## src/rtl/pvaip_pkg.sv

```systemverilog
package pvaip_pkg;
  localparam int PIX_W         = 24;
  localparam int AUD_PINS      = 4;
  localparam int GPIO_N        = 6;
  localparam int SYNC_W        = 32;
  localparam int WORD_W        = 31;
  localparam int FIFO_DEPTH    = 8;
  localparam int FIFO_AW       = 3;
  // Pin positions inside the synchroniser vector
  localparam int SB_LINE       = 24;
  localparam int SB_FRAME      = 25;
  localparam int SB_ACTIVE     = 26;
  localparam int SB_PCLK       = 27;
  localparam int SB_AUD        = 28;
  // Audio pin order: 0 second data, 1 first data, 2 word clock, 3 audio clock
  localparam int AUD_B         = 0;
  localparam int AUD_A         = 1;
  localparam int AUD_WC        = 2;
  localparam int AUD_CLK       = 3;
  localparam int PIX_B17       = 17;
  // Field positions in a FIFO word
  localparam int WF_LINE       = 24;
  localparam int WF_FRAME      = 25;
  localparam int WF_ACTIVE     = 26;
  localparam int WF_AUD        = 27;
  // Control filter and source limits, in pixel clocks
  localparam int FILT_MIN_PCLK = 3;
  localparam int CTL_TOGGLE_MAX = 2;
  localparam int CTL_WIN_PCLK  = 130;
  localparam logic [1:0] FILT_LAST = 2'(FILT_MIN_PCLK - 1);
  localparam int GPIO_BIT [GPIO_N] = '{0, 1, 8, 9, 16, 17};
endpackage

```

## src/rtl/pvaip_port.sv

```systemverilog
`timescale 1ns/1ps

module pvaip_fifo #(
  parameter int W  = 31,
  parameter int D  = 8,
  parameter int AW = 3
) (
  input  wire logic          clk_sys,
  input  wire logic          sys_rst,
  input  wire logic          s_valid,
  output logic               s_ready,
  input  wire logic [W-1:0]  s_data,
  output logic               m_valid,
  input  wire logic          m_ready,
  output logic [W-1:0]       m_data
);
  typedef struct packed {
    logic [D-1:0][W-1:0] mem;
    logic [AW-1:0]       wr;
    logic [AW-1:0]       rd;
    logic [AW:0]         cnt;
    logic                vld;
    logic [W-1:0]        dout;
  } pvaip_fifo_s;

  pvaip_fifo_s st_r;
  pvaip_fifo_s st_nxt;
  logic        push;
  logic        pop;

  localparam logic [AW:0] FULL_CNT = (AW+1)'(D);

  assign s_ready = (st_r.cnt != FULL_CNT);
  // Valid and word are flopped copies so the link side sees registers only
  assign m_valid = st_r.vld;
  assign m_data  = st_r.dout;
  assign push    = s_valid && s_ready;
  assign pop     = m_valid && m_ready;

  always_comb begin
    st_nxt = st_r;
    if (push) begin
      st_nxt.mem[st_r.wr] = s_data;
      st_nxt.wr = st_r.wr + 1'b1;
    end
    if (pop) begin
      st_nxt.rd = st_r.rd + 1'b1;
    end
    case ({push, pop})
      2'h2:    st_nxt.cnt = st_r.cnt + 1'h1;
      2'h1:    st_nxt.cnt = st_r.cnt - 1'h1;
      default: st_nxt.cnt = st_r.cnt;
    endcase
    st_nxt.vld  = (st_nxt.cnt != '0);
    st_nxt.dout = st_nxt.mem[st_nxt.rd];
  end

  always_ff @(posedge clk_sys) begin
    if (sys_rst) begin
      st_r <= '0;
    end else begin
      st_r <= st_nxt;
    end
  end
endmodule // pvaip_fifo

module pvaip_port (
  input  wire logic                           clk_sys,
  input  wire logic                           sys_rst,
  input  wire logic [pvaip_pkg::PIX_W-1:0]    pix_in,
  input  wire logic                           line_sync,
  input  wire logic                           frame_sync,
  input  wire logic                           active_video_flag,
  input  wire logic                           pclk_in,
  input  wire logic [pvaip_pkg::AUD_PINS-1:0] aud_pin_i,
  output logic      [pvaip_pkg::AUD_PINS-1:0] aud_pin_o,
  output logic      [pvaip_pkg::AUD_PINS-1:0] aud_pin_oe,
  input  wire logic                           strobe_edge_select,
  input  wire logic                           ctl_filter_en,
  input  wire logic                           color18_mode,
  input  wire logic                           pix17_from_aud,
  input  wire logic [pvaip_pkg::GPIO_N-1:0]   gpio_en,
  output logic      [pvaip_pkg::GPIO_N-1:0]   gpio_level,
  input  wire logic [pvaip_pkg::AUD_PINS-1:0] register_driven_output_en,
  input  wire logic [pvaip_pkg::AUD_PINS-1:0] register_driven_output,
  output logic                                overflow,
  output logic                                link_valid,
  input  wire logic                           link_ready,
  output logic      [pvaip_pkg::WORD_W-1:0]   link_data
);
  typedef struct packed {
    logic [pvaip_pkg::SYNC_W-1:0]   s1;
    logic [pvaip_pkg::SYNC_W-1:0]   s2;
    logic [pvaip_pkg::SYNC_W-1:0]   s3;
    logic [pvaip_pkg::SYNC_W-1:0]   stab;
    logic                           pclk_q;
    logic [1:0]                     line_cnt;
    logic [1:0]                     act_cnt;
    logic                           line_f;
    logic                           act_f;
    logic [pvaip_pkg::GPIO_N-1:0]   gpio;
    logic [pvaip_pkg::AUD_PINS-1:0] aud_o;
    logic [pvaip_pkg::AUD_PINS-1:0] aud_oe;
    logic                           ovf;
  } pvaip_top_s;

  pvaip_top_s                   st_r;
  pvaip_top_s                   st_nxt;
  logic                         strobe;
  logic                         fifo_ready;
  logic [pvaip_pkg::WORD_W-1:0] word;

  always_comb begin
    logic [pvaip_pkg::PIX_W-1:0]    pix;
    logic [pvaip_pkg::AUD_PINS-1:0] aud;
    logic                           line_s;
    logic                           act_s;
    pix    = '0;
    aud    = '0;
    line_s = 1'b0;
    act_s  = 1'b0;
    st_nxt = st_r;
    // Three-stage capture; a bit counts once stages two and three agree
    st_nxt.s1 = {aud_pin_i, pclk_in, active_video_flag, frame_sync, line_sync, pix_in};
    st_nxt.s2 = st_r.s1;
    st_nxt.s3 = st_r.s2;
    st_nxt.stab = (st_r.s2 & st_r.s3) | (st_r.stab & (st_r.s2 ^ st_r.s3));
    st_nxt.pclk_q = st_r.stab[pvaip_pkg::SB_PCLK];
    strobe = strobe_edge_select ? (st_r.pclk_q && !st_r.stab[pvaip_pkg::SB_PCLK])
                                : (!st_r.pclk_q && st_r.stab[pvaip_pkg::SB_PCLK]);

    pix = st_r.stab[pvaip_pkg::PIX_W-1:0];
    for (int i = 0; i < pvaip_pkg::GPIO_N; i++) begin
      st_nxt.gpio[i] = gpio_en[i] && st_r.stab[pvaip_pkg::GPIO_BIT[i]];
      if (gpio_en[i]) begin
        pix[pvaip_pkg::GPIO_BIT[i]] = 1'b0;
      end
    end
    aud = st_r.stab[pvaip_pkg::SB_AUD +: pvaip_pkg::AUD_PINS] & ~register_driven_output_en;
    if (pix17_from_aud) begin
      pix[pvaip_pkg::PIX_B17] = aud[pvaip_pkg::AUD_B];
    end
    if (!color18_mode || pix17_from_aud) begin
      aud[pvaip_pkg::AUD_B] = 1'b0;
    end

    // Driven pins never feed the audio capture
    st_nxt.aud_o  = register_driven_output & register_driven_output_en;
    st_nxt.aud_oe = register_driven_output_en;

    line_s = st_r.stab[pvaip_pkg::SB_LINE];
    act_s  = st_r.stab[pvaip_pkg::SB_ACTIVE];
    if (strobe) begin
      if (!ctl_filter_en) begin
        st_nxt.line_f   = line_s;
        st_nxt.act_f    = act_s;
        st_nxt.line_cnt = '0;
        st_nxt.act_cnt  = '0;
      end else begin
        if (line_s == st_r.line_f) begin
          st_nxt.line_cnt = '0;
        end else if (st_r.line_cnt == pvaip_pkg::FILT_LAST) begin
          st_nxt.line_f   = line_s;
          st_nxt.line_cnt = '0;
        end else begin
          st_nxt.line_cnt = st_r.line_cnt + 1'b1;
        end
        if (act_s == st_r.act_f) begin
          st_nxt.act_cnt = '0;
        end else if (st_r.act_cnt == pvaip_pkg::FILT_LAST) begin
          st_nxt.act_f   = act_s;
          st_nxt.act_cnt = '0;
        end else begin
          st_nxt.act_cnt = st_r.act_cnt + 1'b1;
        end
      end
      if (!fifo_ready) begin
        st_nxt.ovf = 1'b1;
      end
    end

    word = {aud, st_nxt.act_f, st_r.stab[pvaip_pkg::SB_FRAME], st_nxt.line_f, pix};
  end

  always_ff @(posedge clk_sys) begin
    if (sys_rst) begin
      st_r <= '0;
    end else begin
      st_r <= st_nxt;
    end
  end

  pvaip_fifo #(
    .W  (pvaip_pkg::WORD_W),
    .D  (pvaip_pkg::FIFO_DEPTH),
    .AW (pvaip_pkg::FIFO_AW)
  ) u_fifo (
    .clk_sys (clk_sys),
    .sys_rst (sys_rst),
    .s_valid (strobe),
    .s_ready (fifo_ready),
    .s_data  (word),
    .m_valid (link_valid),
    .m_ready (link_ready),
    .m_data  (link_data)
  );

  assign gpio_level = st_r.gpio;
  assign aud_pin_o  = st_r.aud_o;
  assign aud_pin_oe = st_r.aud_oe;
  assign overflow   = st_r.ovf;
endmodule // pvaip_port

```

## config.mk

```make
export PLATFORM = sky130hd
export DESIGN_NAME = pvaip_port
export DESIGN_NICKNAME = d
export VERILOG_FILES = /design/src/rtl/pvaip_pkg.sv /design/src/rtl/pvaip_port.sv
export SDC_FILE = /design/constraint.sdc
export NUM_CORES = 1
export LEC_CHECK = 0
export BUFFER_PORTS_ARGS = -buffer_cell sky130_fd_sc_hd__buf_2
export CORE_MARGIN = 2
export CORE_UTILIZATION = 63
export CTS_BUF_LIST = sky130_fd_sc_hd__clkbuf_8
export CTS_CLUSTER_DIAMETER = 200
export CTS_CLUSTER_SIZE = 8
export DETAILED_ROUTE_END_ITERATION = 8
export HOLD_SLACK_MARGIN = 0.1
export PLACE_DENSITY = 0.81
export SETUP_SLACK_MARGIN = 0.02
export SLEW_MARGIN = 20
export SYNTH_ARGS = -nofsm -noshare
export SYNTH_HDL_FRONTEND = slang
export SYNTH_SLANG_ARGS = --single-unit
```

## constraint.sdc

```tcl
create_clock -name clk_sys -period 5.5 [get_ports clk_sys]
set_clock_uncertainty 0.2 [all_clocks]
set_input_delay 1.375 -clock clk_sys [delete_from_list [all_inputs] [get_ports clk_sys]]
set_output_delay 1.375 -clock clk_sys [all_outputs]
set_load 0.05 [all_outputs]
```

---- Word-level counts from Yosys, hierarchy flattened ----
Index checks and enable logic that the tools add are counted.
operators by class
  add/subtract/negate cells ............... 6
  $lt $le $gt $ge ......................... 3
  equal/unequal tests ..................... 7
  multiplexer cells ....................... 27
  bitwise gates (word level) .............. 8
  reduce and logical (&&, ||, !) cells .... 17
operator list
  kind                                                                count
  two-way mux 251 bit                                                 1
  bitwise mux 248 bit                                                 1
  binary-select mux 31 bit (select 3 bit)                             1
  demux 31 bit (select 3 bit)                                         1
  bitwise AND 32 bit                                                  2
  two-way mux 31 bit                                                  2
  bitwise OR 32 bit                                                   1
  bitwise XOR 32 bit                                                  1
  two-way mux 1 bit                                                   13
  logical AND 1 bit                                                   11
  two-way mux 2 bit                                                   5
  bitwise AND 4 bit                                                   2
  < comparator 3 x 4 -> 1 bit (second input constant)                 2
  case mux 4 bit (2 select lines)                                     1
  adder 3 x 1 -> 3 bit (second input constant)                        2
  equality test 2 bit (second input constant)                         3
  two-way mux 6 bit                                                   1
  adder 2 x 1 -> 2 bit (second input constant)                        2
  adder 4 x 1 -> 4 bit (second input constant)                        1
  != test 4 bit (second input constant)                               1
  NOT 4 bit                                                           1
  nonzero test 4 bit                                                  1
  subtractor 4 x 1 -> 4 bit (second input constant)                   1
  greater-or-equal comparator 3 x 1 -> 1 bit (second input constant)  1
  other kinds (7)                                                     10
word-level totals
  flip-flop bits (word level) ............. 440
  bits of input ports ..................... 53

---- Logic depth before layout (Yosys ltp) ----
Gate-level depths: netlist of run 1.
  word-level depth ........................ 9
  gate-level depth with buffers ........... 16

---- Modules after synthesis ----
Synthesis of run 1 repeated with hierarchy kept, for this count alone.
second synthesis, totals
  cells, all modules ...................... 2287
  area, all modules ....................... 18853.1 um^2
modules (own cells, without submodules)
  module      instances  cells an instance  area an instance (um^2)
  pvaip_fifo  1          1844               13913.3
  pvaip_port  1          443                4939.7

---- Worst setup path after synthesis of run 1 ----
OpenSTA, ideal clock, no wires.
  path kind ............................... input port to flip-flop
  start ................................... input strobe_edge_select
  end ..................................... register u_fifo.st_r, in the netlist u_fifo.m_valid
  data arrival time ....................... 4.043 ns
  data required time ...................... 5.166 ns
  setup slack ............................. 1.123 ns
  stages .................................. 16
  cell sequence ........................... buf_2 -> and3b_1 -> buf_2 -> nor2_2 -> nor2_2 -> inv_2 -> buf_6 -> nand2_1 -> xnor2_1 -> ha_1 -> a21oi_1 -> nor2_1 -> a2111oi_1 -> xnor2_1 -> nor2_1 -> or4_1
on the way
  cells in the longest elaborated chain, start to end .. 5
  elaborated cells between the ends (all ways) .. 6
  classes of those cells .................. eq/ne (2); mux (2); reduce/logical (2)
RTL lines
  what                                                                 RTL line           RTL
  start, declared                                                      pvaip_port.sv:78   input wire logic strobe_edge_select,
  two-way mux 1 bit *                                                  pvaip_port.sv:129  strobe = strobe_edge_select ? (st_r.pclk_q && !st_r.stab[pvaip_pkg::SB_PCLK])
  logical AND 1 bit *                                                  pvaip_port.sv:37   assign push = s_valid && s_ready;
  equality test 2 x 1 -> 1 bit or equality test 2 bit (tied branches)  pvaip_port.sv:49   case ({push, pop})
  case mux 4 bit (2 select lines) *                                    pvaip_port.sv:49
  nonzero test 4 bit *                                                 pvaip_port.sv:54   st_nxt.vld = (st_nxt.cnt != '0);
  end signal, assigned                                                 pvaip_port.sv:62   st_r <= st_nxt;
  end, declared                                                        pvaip_port.sv:26   pvaip_fifo_s st_r;
Mark *: on every way between the ends. The rest lies on a longest branch, timed or not.
A chain may end at the register's enable or synchronous reset.

---- Final worst setup path of run 1 ----
Ends and elaborated chain as after synthesis.

==> flow_summary.toml, run 1 <==
[outcome]
outcome = "completed"

[setup_path]
rr_worst_depth = 12
worst_setup_path_start_kind = "input port"
setup.worst_path.class = "input port to flop"
setup.worst_path.start = "strobe_edge_select"
reg2reg_from = "u_fifo.st_r[33]$_SDFF_PP0_"
worstPathArrival_ps = 4420
critical_path_required_ps = 5790
critPathCaptureType = "flop"
worstPathMaxFanout = 12

[cts]
clock_sinks = 440
cts_tree = "done"
postCtsSetupBuffers = 0
clock_tree.buffer_depth = 3
cts-resized-gates = 0
cts-hold-fix-buffers = 0
clock_edge_transition_at_the_registers_on_the_reported_setup_and_hold_paths_ps = 60
cts_htree_levels = 2
cts_inserted_buffers = 60
clk_latency_ps = 610
clock-root-buffer = "sky130_fd_sc_hd__clkbuf_8"

[power_and_ir_drop]
fin_total_pwr_mw = 5.426
total_switching_power_mw = 1.183
power.combinational.fraction_pct = 2.5
cellPowerDensity_nw_per_um2 = 285.6
internal-power_mw = 4.243
power_frac_clock_pct = 38.0
switching_share_pct = 21.81
power.sequential.fraction_pct = 59.6
vdd.ir_drop.worst_uv = 192.3
cellLeakagePower_nw = 7.054

[timing]
period_needed_ps = 4134
timing.max_slew.rel_slack_pct = 23.25
rsz0062_at_grt = "no"
worstMarginPinSlew_ps = 1135
fmax_ghz = 0.2419
setup-tns-final_ps = 0
final_max_slew_viol_count = 0
final.hold.worst_slack_ps = 233.0
fraction_of_the_cycle_the_final_worst_path_needs_pct = 75.16
final-setup-viol-count = 0
hold_viol_final = 0

[synth]
synth_seq_area_share_pct = 49.23
post_synth_num_cell_types = 66
synth_nets = 2291
synth.avg_cell_area_um2 = 8.125
synth.cell_area_um2 = 17890
netlist_instances = 2202
count_of_flip_flops_with_a_built_in_enable_after_synthesis = 0
ys_seq_elements = 440
synthDominantAreaCellType = "sky130_fd_sc_hd__dfxtp_1"
synth-async-reset-ratio_pct = 0
ys.warnings.count = 0
leading_cell_types_by_total_area_after_synthesis = "sky130_fd_sc_hd__dfxtp_1, sky130_fd_sc_hd__nand2_1, sky130_fd_sc_hd__a21oi_1"
netlist.area_leader.share_pct = 49.23
ys.flop_type = "sky130_fd_sc_hd__dfxtp_1"

[cells_and_area]
drive_above_1_share_pct = 10.41
antenna_cells = 0
layout_commonest_cell = "sky130_fd_sc_hd__nand2_1"
synthToLayoutAreaGrowth_pct = 6.210
final_design_area_no_fill_um2 = 19000
design.final.nets = 2259
layout_common_cells = "sky130_fd_sc_hd__nand2_1, sky130_fd_sc_hd__dfxtp_1, sky130_fd_sc_hd__a21oi_1, sky130_fd_sc_hd__nor2_1, sky130_fd_sc_hd__nor2b_1"
stdcell_count = 2548

[floorplan]
floorplan.rows = 61
die_area_um2 = 29760
start_util_pct = 64.22
dieHeight_um = 172.5
pin_count = 100
floorplan.core_area_um2 = 27860
width_of_the_die_um = 172.5

[drt]
postRouteAntennaNets = 0
drt_first_iter_violations = 1942
dr_total_vias = 15430
via_per_inst = 6.055
routed_wire_length_mm = 45.71
route.detailed.drc = 0
wire_per_inst_um = 17.94
detailedRoute.firstPassIterationCount = 6

[placed_design]
gp_congestion = 0.8262
placedCellCount = 2486
place.detailed.hpwl_mm = 26.23
port_buffers = 99
placedInstanceArea_um2 = 18150

[global_routing]
grt_pass1_wl_mm = 72.16
grt_util_all_layers_pct = 29.40
grt_start_max_net_pins = 216
first_global_vias = 14240
grt_total_ovfl = 0
grt_antenna_before_repair = 1

[flow_run]
maxCapViolCount = 0

[min_path]
timing.hold.worst.class = "flop to flop"
timing.hold.worst_path_depth = 1
worstHoldStart = "st_nxt[95]$_SDFF_PP0_"
[logic make-up (layout without fill, tap and decap cells)]
| family | count (synthesis) | after routing | synth area share [%] |
|---|---|---|---|
| flip-flops | 440 | 440 | 49.23 |
| AND/OR/NAND/NOR | 893 | 893 | 21.99 |
| AO/OA/AOI/OAI | 560 | 560 | 18.92 |
| XOR/XNOR | 10 | 10 | 0.4895 |
| buffers and inverters | 260 | 228 | 6.665 |
| multiplexers | 3 | 3 | 0.1748 |
| adder cells (fa/ha/maj) | 36 | 36 | 2.518 |
[layer usage]
| metal | global-route usage (%) | vias to the layer above | share of wire, % |
|---|---|---|---|
| met4 | 11.36 | 0 | 3.0 |
| met2 | 49.05 | 789 | 47 |
| met1 | 37.50 | 7232 | 40 |
| li1 | - | 7275 | - |
| met5 | 0 | - | 0 |
| met3 | 6.057 | 132 | 9.9 |
[synth_stat cells, types with 7 or more instances]
cell	count
sky130_fd_sc_hd__nand3_1	10
sky130_fd_sc_hd__or3_1	37
sky130_fd_sc_hd__o221ai_1	30
sky130_fd_sc_hd__nor3_1	12
sky130_fd_sc_hd__buf_1	28
sky130_fd_sc_hd__a211o_1	25
sky130_fd_sc_hd__o22ai_1	91
sky130_fd_sc_hd__dfxtp_1	440
sky130_fd_sc_hd__a21oi_1	301
sky130_fd_sc_hd__o21ai_0	55
sky130_fd_sc_hd__and2_1	7
sky130_fd_sc_hd__inv_1	25
sky130_fd_sc_hd__nand2_1	506
sky130_fd_sc_hd__nor2_1	167
sky130_fd_sc_hd__ha_1	36
sky130_fd_sc_hd__nor2b_1	121
sky130_fd_sc_hd__buf_2	20
sky130_fd_sc_hd__buf_4	47
sky130_fd_sc_hd__nand2b_1	8
sky130_fd_sc_hd__clkbuf_1	136
sky130_fd_sc_hd__o32ai_1	8
sky130_fd_sc_hd__a211oi_1	14
[cell type report]
cell class / count / area [um2]
fillers: 2212 / 8856
flip-flops and latches: 440 / 8808
multi-input cells: 1502 / 7950
clock buffers: 61 / 839.6
repair buffers: 139 / 818.3
well taps: 378 / 473.0
inverters: 27 / 101.3
clock inverters: 1 / 11.26
[worst max-delay path, cell delays in order]
cell	delay, ps
sky130_fd_sc_hd__buf_2	160
sky130_fd_sc_hd__and3b_1	300
sky130_fd_sc_hd__nor2_2	300
sky130_fd_sc_hd__nor2_2	80
sky130_fd_sc_hd__inv_2	260
sky130_fd_sc_hd__nand2_1	110
sky130_fd_sc_hd__xnor2_1	150
sky130_fd_sc_hd__ha_1	190
sky130_fd_sc_hd__a21oi_1	180
sky130_fd_sc_hd__nor2_1	60
sky130_fd_sc_hd__a2111oi_1	470
sky130_fd_sc_hd__xnor2_1	170
sky130_fd_sc_hd__nor2_1	60
sky130_fd_sc_hd__or4_1	550
[state kept, by name, summed over array words and instances, names as in the netlist]
name	cells
u_fifo.st_r	258
u_fifo.m_data	31
gpio_level	6
st_nxt	65
overflow	1
st_r	70
aud_pin_o	4
u_fifo.m_valid	1
aud_pin_oe	4
[stage by stage]
stage                     utilization, %  worst slack (ps)
after floorplan                        -              1123
after global placement             65.16             806.3
after detailed placement           65.16             730.4
after CTS                          68.21              1379
after global routing               68.21              1161
final                              68.21              1366
[worst paths after layout]
check,end,slack [ps]
min reg2reg,st_nxt[63]$_SDFF_PP0_,230
min,st_nxt[63]$_SDFF_PP0_,230
max reg2reg,u_fifo.m_valid$_SDFF_PP0_,1590
max,u_fifo.m_valid$_SDFF_PP0_,1370
[power by group through the flow]
stage / Combinational [mW] / Sequential [mW] / Clock (mW)
6_report: 0.133 / 3.23 / 2.06
5_1_grt: 0.147 / 3.23 / 2.21
4_1_cts: 0.133 / 3.23 / 2.09
3_5_place_dp: 0.133 / 3.30 / 0
3_3_place_gp: 0.129 / 3.30 / 0
2_1_floorplan: 0.0983 / 3.30 / 0
(Power assumes the default switching activity.)
==> inputs of run 2 (changes only) <==
Settings changed: CORE_UTILIZATION 63 to 57, PLACE_DENSITY 0.81 to 0.77.
Clock period 5.5 ns to 3.4 ns, I/O delays scaled along.
==> flow_summary.toml, run 2 (synthesis results as in run 1) <==
[timing]
final_max_slew_viol_count = 0
worstMarginPinSlew_ps = 1035
rsz0062_at_grt = "no"
hold_viol_final = 0
fmax_ghz = 0.3204
fraction_of_the_cycle_the_final_worst_path_needs_pct = 91.80
timing.max_slew.rel_slack_pct = 30.99
setup-tns-final_ps = 0
period_needed_ps = 3121
final.hold.worst_slack_ps = 232.4
final-setup-viol-count = 0

[setup_path]
worstPathMaxFanout = 13
worst_setup_path_start_kind = "flop"
worstPathArrival_ps = 3400
setup.worst_path.class = "flop to flop"
critPathCaptureType = "flop"
critical_path_required_ps = 3680

[cells_and_area]
layout_commonest_cell = "sky130_fd_sc_hd__nand2_1"
design.final.nets = 2297
drive_above_1_share_pct = 12.23
max_flop_register = "u_fifo.st_r"
layout_common_cells = "sky130_fd_sc_hd__nand2_1, sky130_fd_sc_hd__dfxtp_1, sky130_fd_sc_hd__a21oi_1, sky130_fd_sc_hd__nor2_1, sky130_fd_sc_hd__nor2b_1"
antenna_cells = 0
synthToLayoutAreaGrowth_pct = 8.749
stdcell_count = 2604
final_design_area_no_fill_um2 = 19460
max_ffs_per_register = 258

[outcome]
outcome = "completed"

[cts]
clock_edge_transition_at_the_registers_on_the_reported_setup_and_hold_paths_ps = 70
clock_sinks = 440
cts_htree_levels = 2
clock-root-buffer = "sky130_fd_sc_hd__clkbuf_8"
clk_latency_ps = 610
clock_tree.buffer_depth = 3
cts_inserted_buffers = 60
postCtsSetupBuffers = 0
cts_tree = "done"
cts-hold-fix-buffers = 0
cts-resized-gates = 0

[drt]
routed_wire_length_mm = 45.84
route.detailed.drc = 0
detailedRoute.firstPassIterationCount = 9
postRouteAntennaNets = 0
dr_total_vias = 15440
via_per_inst = 5.930
drt_first_iter_violations = 1740
wire_per_inst_um = 17.60

[power_and_ir_drop]
cellPowerDensity_nw_per_um2 = 451.8
fin_total_pwr_mw = 8.791
cellLeakagePower_nw = 7.278
vdd.ir_drop.worst_uv = 321.7

[placed_design]
placedCellCount = 2542
gp_congestion = 0.8167
place.detailed.hpwl_mm = 27.24
port_buffers = 99
placedInstanceArea_um2 = 18610

[flow_run]
maxCapViolCount = 0

[global_routing]
grt_pass1_wl_mm = 73.04
grt_total_ovfl = 0
grt_util_all_layers_pct = 27.11
first_global_vias = 14120
busiest_layer = "met2"
grt_start_max_net_pins = 204
groute.layer.met1.usage_pct = 36.57
grt_antenna_before_repair = 0
met2_routing_resource_usage_after_global_routing_pct = 43.48
use_met3_pct = 4.515

[floorplan]
pin_count = 100
width_of_the_die_um = 181.2
floorplan.core_area_um2 = 30750
die_area_um2 = 32820
dieHeight_um = 181.2
floorplan.rows = 64
start_util_pct = 58.18

[min_path]
timing.hold.worst.class = "flop to flop"
==> run 2: cell type report <==
cell class	instances	area, um2
clock buffer	61	839.6
clock inverter	1	11.26
tap	396	495.5
multi-input combinational	1502	7996
fill	2599	11290
timing repair buffer	177	1204
inverter	27	101.3
sequential	440	8808
==> run 2: path summary, 6_finish.rpt <==
path | startpoint | to | slack, ps | cells past startpoint
max | u_fifo.st_r[36]$_SDFF_PP0_ | u_fifo.m_data[28]$_SDFF_PP0_ | 280 | 9
min | st_nxt[109]$_SDFF_PP0_ | st_nxt[77]$_SDFF_PP0_ | 230 | 1
max reg2reg | u_fifo.st_r[36]$_SDFF_PP0_ | u_fifo.m_data[28]$_SDFF_PP0_ | 280 | 9
min reg2reg | st_nxt[109]$_SDFF_PP0_ | st_nxt[77]$_SDFF_PP0_ | 230 | 1
==> run 2: per-stage QoR <==
stage               util, %  worst slack [ps]
global route          63.27             162.5
CTS                   63.27             304.2
detailed placement    60.51            -61.86
floorplan                 -            -144.5
global placement      60.51             15.43
finish                63.27             278.9
==> run 2: power breakdown <==
group | switching (mW) | internal (mW) | leakage, nW
Combinational | 0.147 | 0.0763 | 3.27
Sequential | 0.0200 | 5.21 | 3.56
Clock | 1.76 | 1.58 | 0.445
Total | 1.92 | 6.87 | 7.28
==> run 2: layer usage <==
layer	up-vias	wire length (um)
li1	7351	-
met1	7223	19120
met2	768	21150
met3	100	4266
met4	0	1302
met5	-	0
==> run 2: worst max-delay path, stage by stage, from the launching register on <==
cell and delay (ps):
sky130_fd_sc_hd__dfxtp_1 470, sky130_fd_sc_hd__ha_1 270, sky130_fd_sc_hd__and3_1 210, sky130_fd_sc_hd__or3_1 400, sky130_fd_sc_hd__buf_4 180, sky130_fd_sc_hd__a211o_1 410
sky130_fd_sc_hd__buf_4 240, sky130_fd_sc_hd__o22ai_1 150, sky130_fd_sc_hd__nor2_1 60, sky130_fd_sc_hd__or3_1 390
==> inputs of run 3 (changes only) <==
Settings changed: ABC_AREA from default to 1.
==> flow_summary.toml, run 3 <==
[timing]
worstMarginPinSlew_ps = 708.6
setup-tns-final_ps = 0
final-setup-viol-count = 0
rsz0062_at_grt = "no"
fmax_ghz = 0.4032
period_needed_ps = 2480
final.hold.worst_slack_ps = 197.0
fraction_of_the_cycle_the_final_worst_path_needs_pct = 72.95
finalWorstSetupSlack_ps = 919.8
timing.max_slew.rel_slack_pct = 52.69
final_max_slew_viol_count = 0
hold_viol_final = 0

[floorplan]
pin_count = 100
width_of_the_die_um = 181.8
dieHeight_um = 181.8
die_area_um2 = 33050
floorplan.rows = 65
floorplan.core_area_um2 = 31310
start_util_pct = 57.54

[drt]
route.detailed.drc = 0
dr_total_vias = 15580
wire_per_inst_um = 15.26
via_per_inst = 5.400
routed_wire_length_mm = 44.03
postRouteAntennaNets = 0
drt_first_iter_violations = 1564
detailedRoute.firstPassIterationCount = 5

[synth]
synth_nets = 2571
netlist_instances = 2482
synth_common_cells = "sky130_fd_sc_hd__nand2_1, sky130_fd_sc_hd__dfxtp_1, sky130_fd_sc_hd__nand3_1"
ys.warnings.count = 0
synth_simple_gate_area_share_pct = 29.12
post_synth_num_cell_types = 32
ys.flop_type = "sky130_fd_sc_hd__dfxtp_1"
synth.avg_cell_area_um2 = 7.259
synthAdderAreaFrac_pct = 2.500
synth_seq_area_share_pct = 48.89
leading_cell_types_by_total_area_after_synthesis = "sky130_fd_sc_hd__dfxtp_1, sky130_fd_sc_hd__nand2_1, sky130_fd_sc_hd__nand3_1"
post-synth-top-count-cell = "sky130_fd_sc_hd__nand2_1"
ys_seq_elements = 440
synth.area.mux_share_pct = 0
synth_compound_gate_area_share_pct = 8.903
netlist.area_leader.share_pct = 48.89
synth-xor-area-share_pct = 0.2917
dominant_combinational_cell_family_by_area_after_synthesis = "simple AND/OR/NAND/NOR gates"
synthDominantAreaCellType = "sky130_fd_sc_hd__dfxtp_1"
synth-async-reset-ratio_pct = 0
synth.cell_area_um2 = 18020
count_of_flip_flops_with_a_built_in_enable_after_synthesis = 0

[cells_and_area]
drive_above_1_share_pct = 9.424
layout.area.seq_um2 = 8808
synthToLayoutAreaGrowth_pct = 7.222
layout_commonest_cell = "sky130_fd_sc_hd__nand2_1"
multiInputGateArea_um2 = 7377
utilization_after_layout_pct = 61.70
design.final.nets = 2571
max_ffs_per_register = 258
stdcell_count = 2885
final_design_area_no_fill_um2 = 19320
antenna_cells = 0
nFillCells = 2757
max_flop_register = "u_fifo.st_r"
layout_common_cells = "sky130_fd_sc_hd__nand2_1, sky130_fd_sc_hd__dfxtp_1, sky130_fd_sc_hd__nand3_1, sky130_fd_sc_hd__a21oi_1, sky130_fd_sc_hd__nor2_1"

[setup_path]
critPathCaptureType = "flop"
setup.worst_path.class = "flop to flop"
path_cells = "ha_1, inv_1, o21ai_4, inv_2, buf_4, nand2_1, o21ai_1, nand2_1, nand2_1"
worstPathArrival_ps = 2740
slowest_delay_ps = 560
worst_setup_path_start_kind = "flop"
cell_family_contributing_the_most_delay_on_the_critical_path = "buffers and inverters"
critical_path.n_buffers_inverters = 3
crit_path_frequent_cell = "sky130_fd_sc_hd__nand2_1"
critical_path_required_ps = 3660
worstPathMaxFanout = 18
crit_slowest_cell = "sky130_fd_sc_hd__o21ai_4"

[global_routing]
grt_pass1_wl_mm = 72.95
grt_antenna_before_repair = 2
first_global_vias = 14900
grt_util_all_layers_pct = 26.89
grt_total_ovfl = 0
grt_start_max_net_pins = 92

[placed_design]
placement.setup.worst_slack_ps = 454.9
placedCellCount = 2822
gp_congestion = 0.8361
placedInstanceArea_um2 = 18460
port_buffers = 99
place.detailed.hpwl_mm = 27.50

[power_and_ir_drop]
internal-power_mw = 8.068
cellPowerDensity_nw_per_um2 = 630.2
power_frac_clock_pct = 27.8
vdd.ir_drop.worst_uv = 365.1
power.combinational.fraction_pct = 27.2
fin_total_pwr_mw = 12.17
cellLeakagePower_nw = 8.382
power.sequential.fraction_pct = 45.0
total_switching_power_mw = 4.106
switching_share_pct = 33.73

[cts]
cts-hold-fix-buffers = 0
cts_inserted_buffers = 60
clock-root-buffer = "sky130_fd_sc_hd__clkbuf_8"
cts-resized-gates = 0
clk_latency_ps = 610
clock_sinks = 440
cts_htree_levels = 2
clock_edge_transition_at_the_registers_on_the_reported_setup_and_hold_paths_ps = 60
postCtsSetupBuffers = 0
clock_tree.buffer_depth = 3
cts_tree = "done"

[outcome]
outcome = "completed"

[min_path]
timing.hold.worst.class = "flop to flop"

[flow_run]
maxCapViolCount = 0
-- run 3: cell count changes after synthesis, moves of 30 or more --
cell and change:
sky130_fd_sc_hd__clkbuf_1 -46, sky130_fd_sc_hd__o221ai_1 -30, sky130_fd_sc_hd__nand2_1 +188, sky130_fd_sc_hd__nor2b_1 -121, sky130_fd_sc_hd__o22ai_1 -91, sky130_fd_sc_hd__a21oi_1 -55, sky130_fd_sc_hd__nor2_1 +67, sky130_fd_sc_hd__nand3_1 +300
sky130_fd_sc_hd__inv_1 +186, sky130_fd_sc_hd__or3_1 -37
-- run 3: cell families (layout without fill, tap and decap cells) --
kind of cell	after synthesis	count (layout)
AOI/OAI and AO/OA	316	316
xor gates and xnor gates	6	6
adders and majority gates	36	36
buffers and inverters	423	424
DFF	440	440
and+or+nand+nor	1261	1261
-- run 3: worst reg2reg max path, stage by stage (launching register included) --
cell                      delay [ps]
sky130_fd_sc_hd__dfxtp_1         350
sky130_fd_sc_hd__ha_1            300
sky130_fd_sc_hd__inv_1            60
sky130_fd_sc_hd__o21ai_4         560
sky130_fd_sc_hd__inv_2           300
sky130_fd_sc_hd__buf_4           290
sky130_fd_sc_hd__nand2_1          80
sky130_fd_sc_hd__o21ai_1          50
sky130_fd_sc_hd__nand2_1          50
sky130_fd_sc_hd__nand2_1         110
-- run 3: power by group through the flow --
stage | sequential, mW | clock (mW) | combinational, mW
3_3_place_gp | 5.59 | 0 | 3.23
4_1_cts | 5.48 | 3.45 | 3.29
3_5_place_dp | 5.59 | 0 | 3.28
6_report | 5.48 | 3.38 | 3.32
2_1_floorplan | 5.54 | 0 | 2.61
5_1_grt | 5.49 | 3.65 | 3.70
-- run 3: final timing paths --
check	from	cells after the start	slack, ps	end
setup / recovery	u_fifo.st_r[36]$_SDFF_PP0_	9	920	u_fifo.m_data[16]$_SDFF_PP0_
hold / removal	st_nxt[115]$_SDFF_PP0_	2	200	st_nxt[83]$_SDFF_PP0_
setup reg to reg	u_fifo.st_r[36]$_SDFF_PP0_	9	920	u_fifo.m_data[16]$_SDFF_PP0_
hold reg to reg	st_nxt[115]$_SDFF_PP0_	2	200	st_nxt[83]$_SDFF_PP0_
-- run 3: final cells by class --
cell class                 count  share of cell area [%]
tap                          402                   2.604
clock inverter                 1                 0.04534
timing repair buffer         140                   4.858
inverter                     221                   4.294
sequential                   440                   45.60
multi-input combinational   1619                   38.19
clock buffer                  62                   4.417
-- run 3: routing by layer --
layer | global-route usage [%] | share of wire [%] | up-vias
met5 | 0 | 0.030 | -
met4 | 11.15 | 3.3 | 2
met3 | 4.573 | 7.9 | 118
met2 | 43.22 | 45 | 596
met1 | 36.01 | 44 | 7082
li1 | - | - | 7782
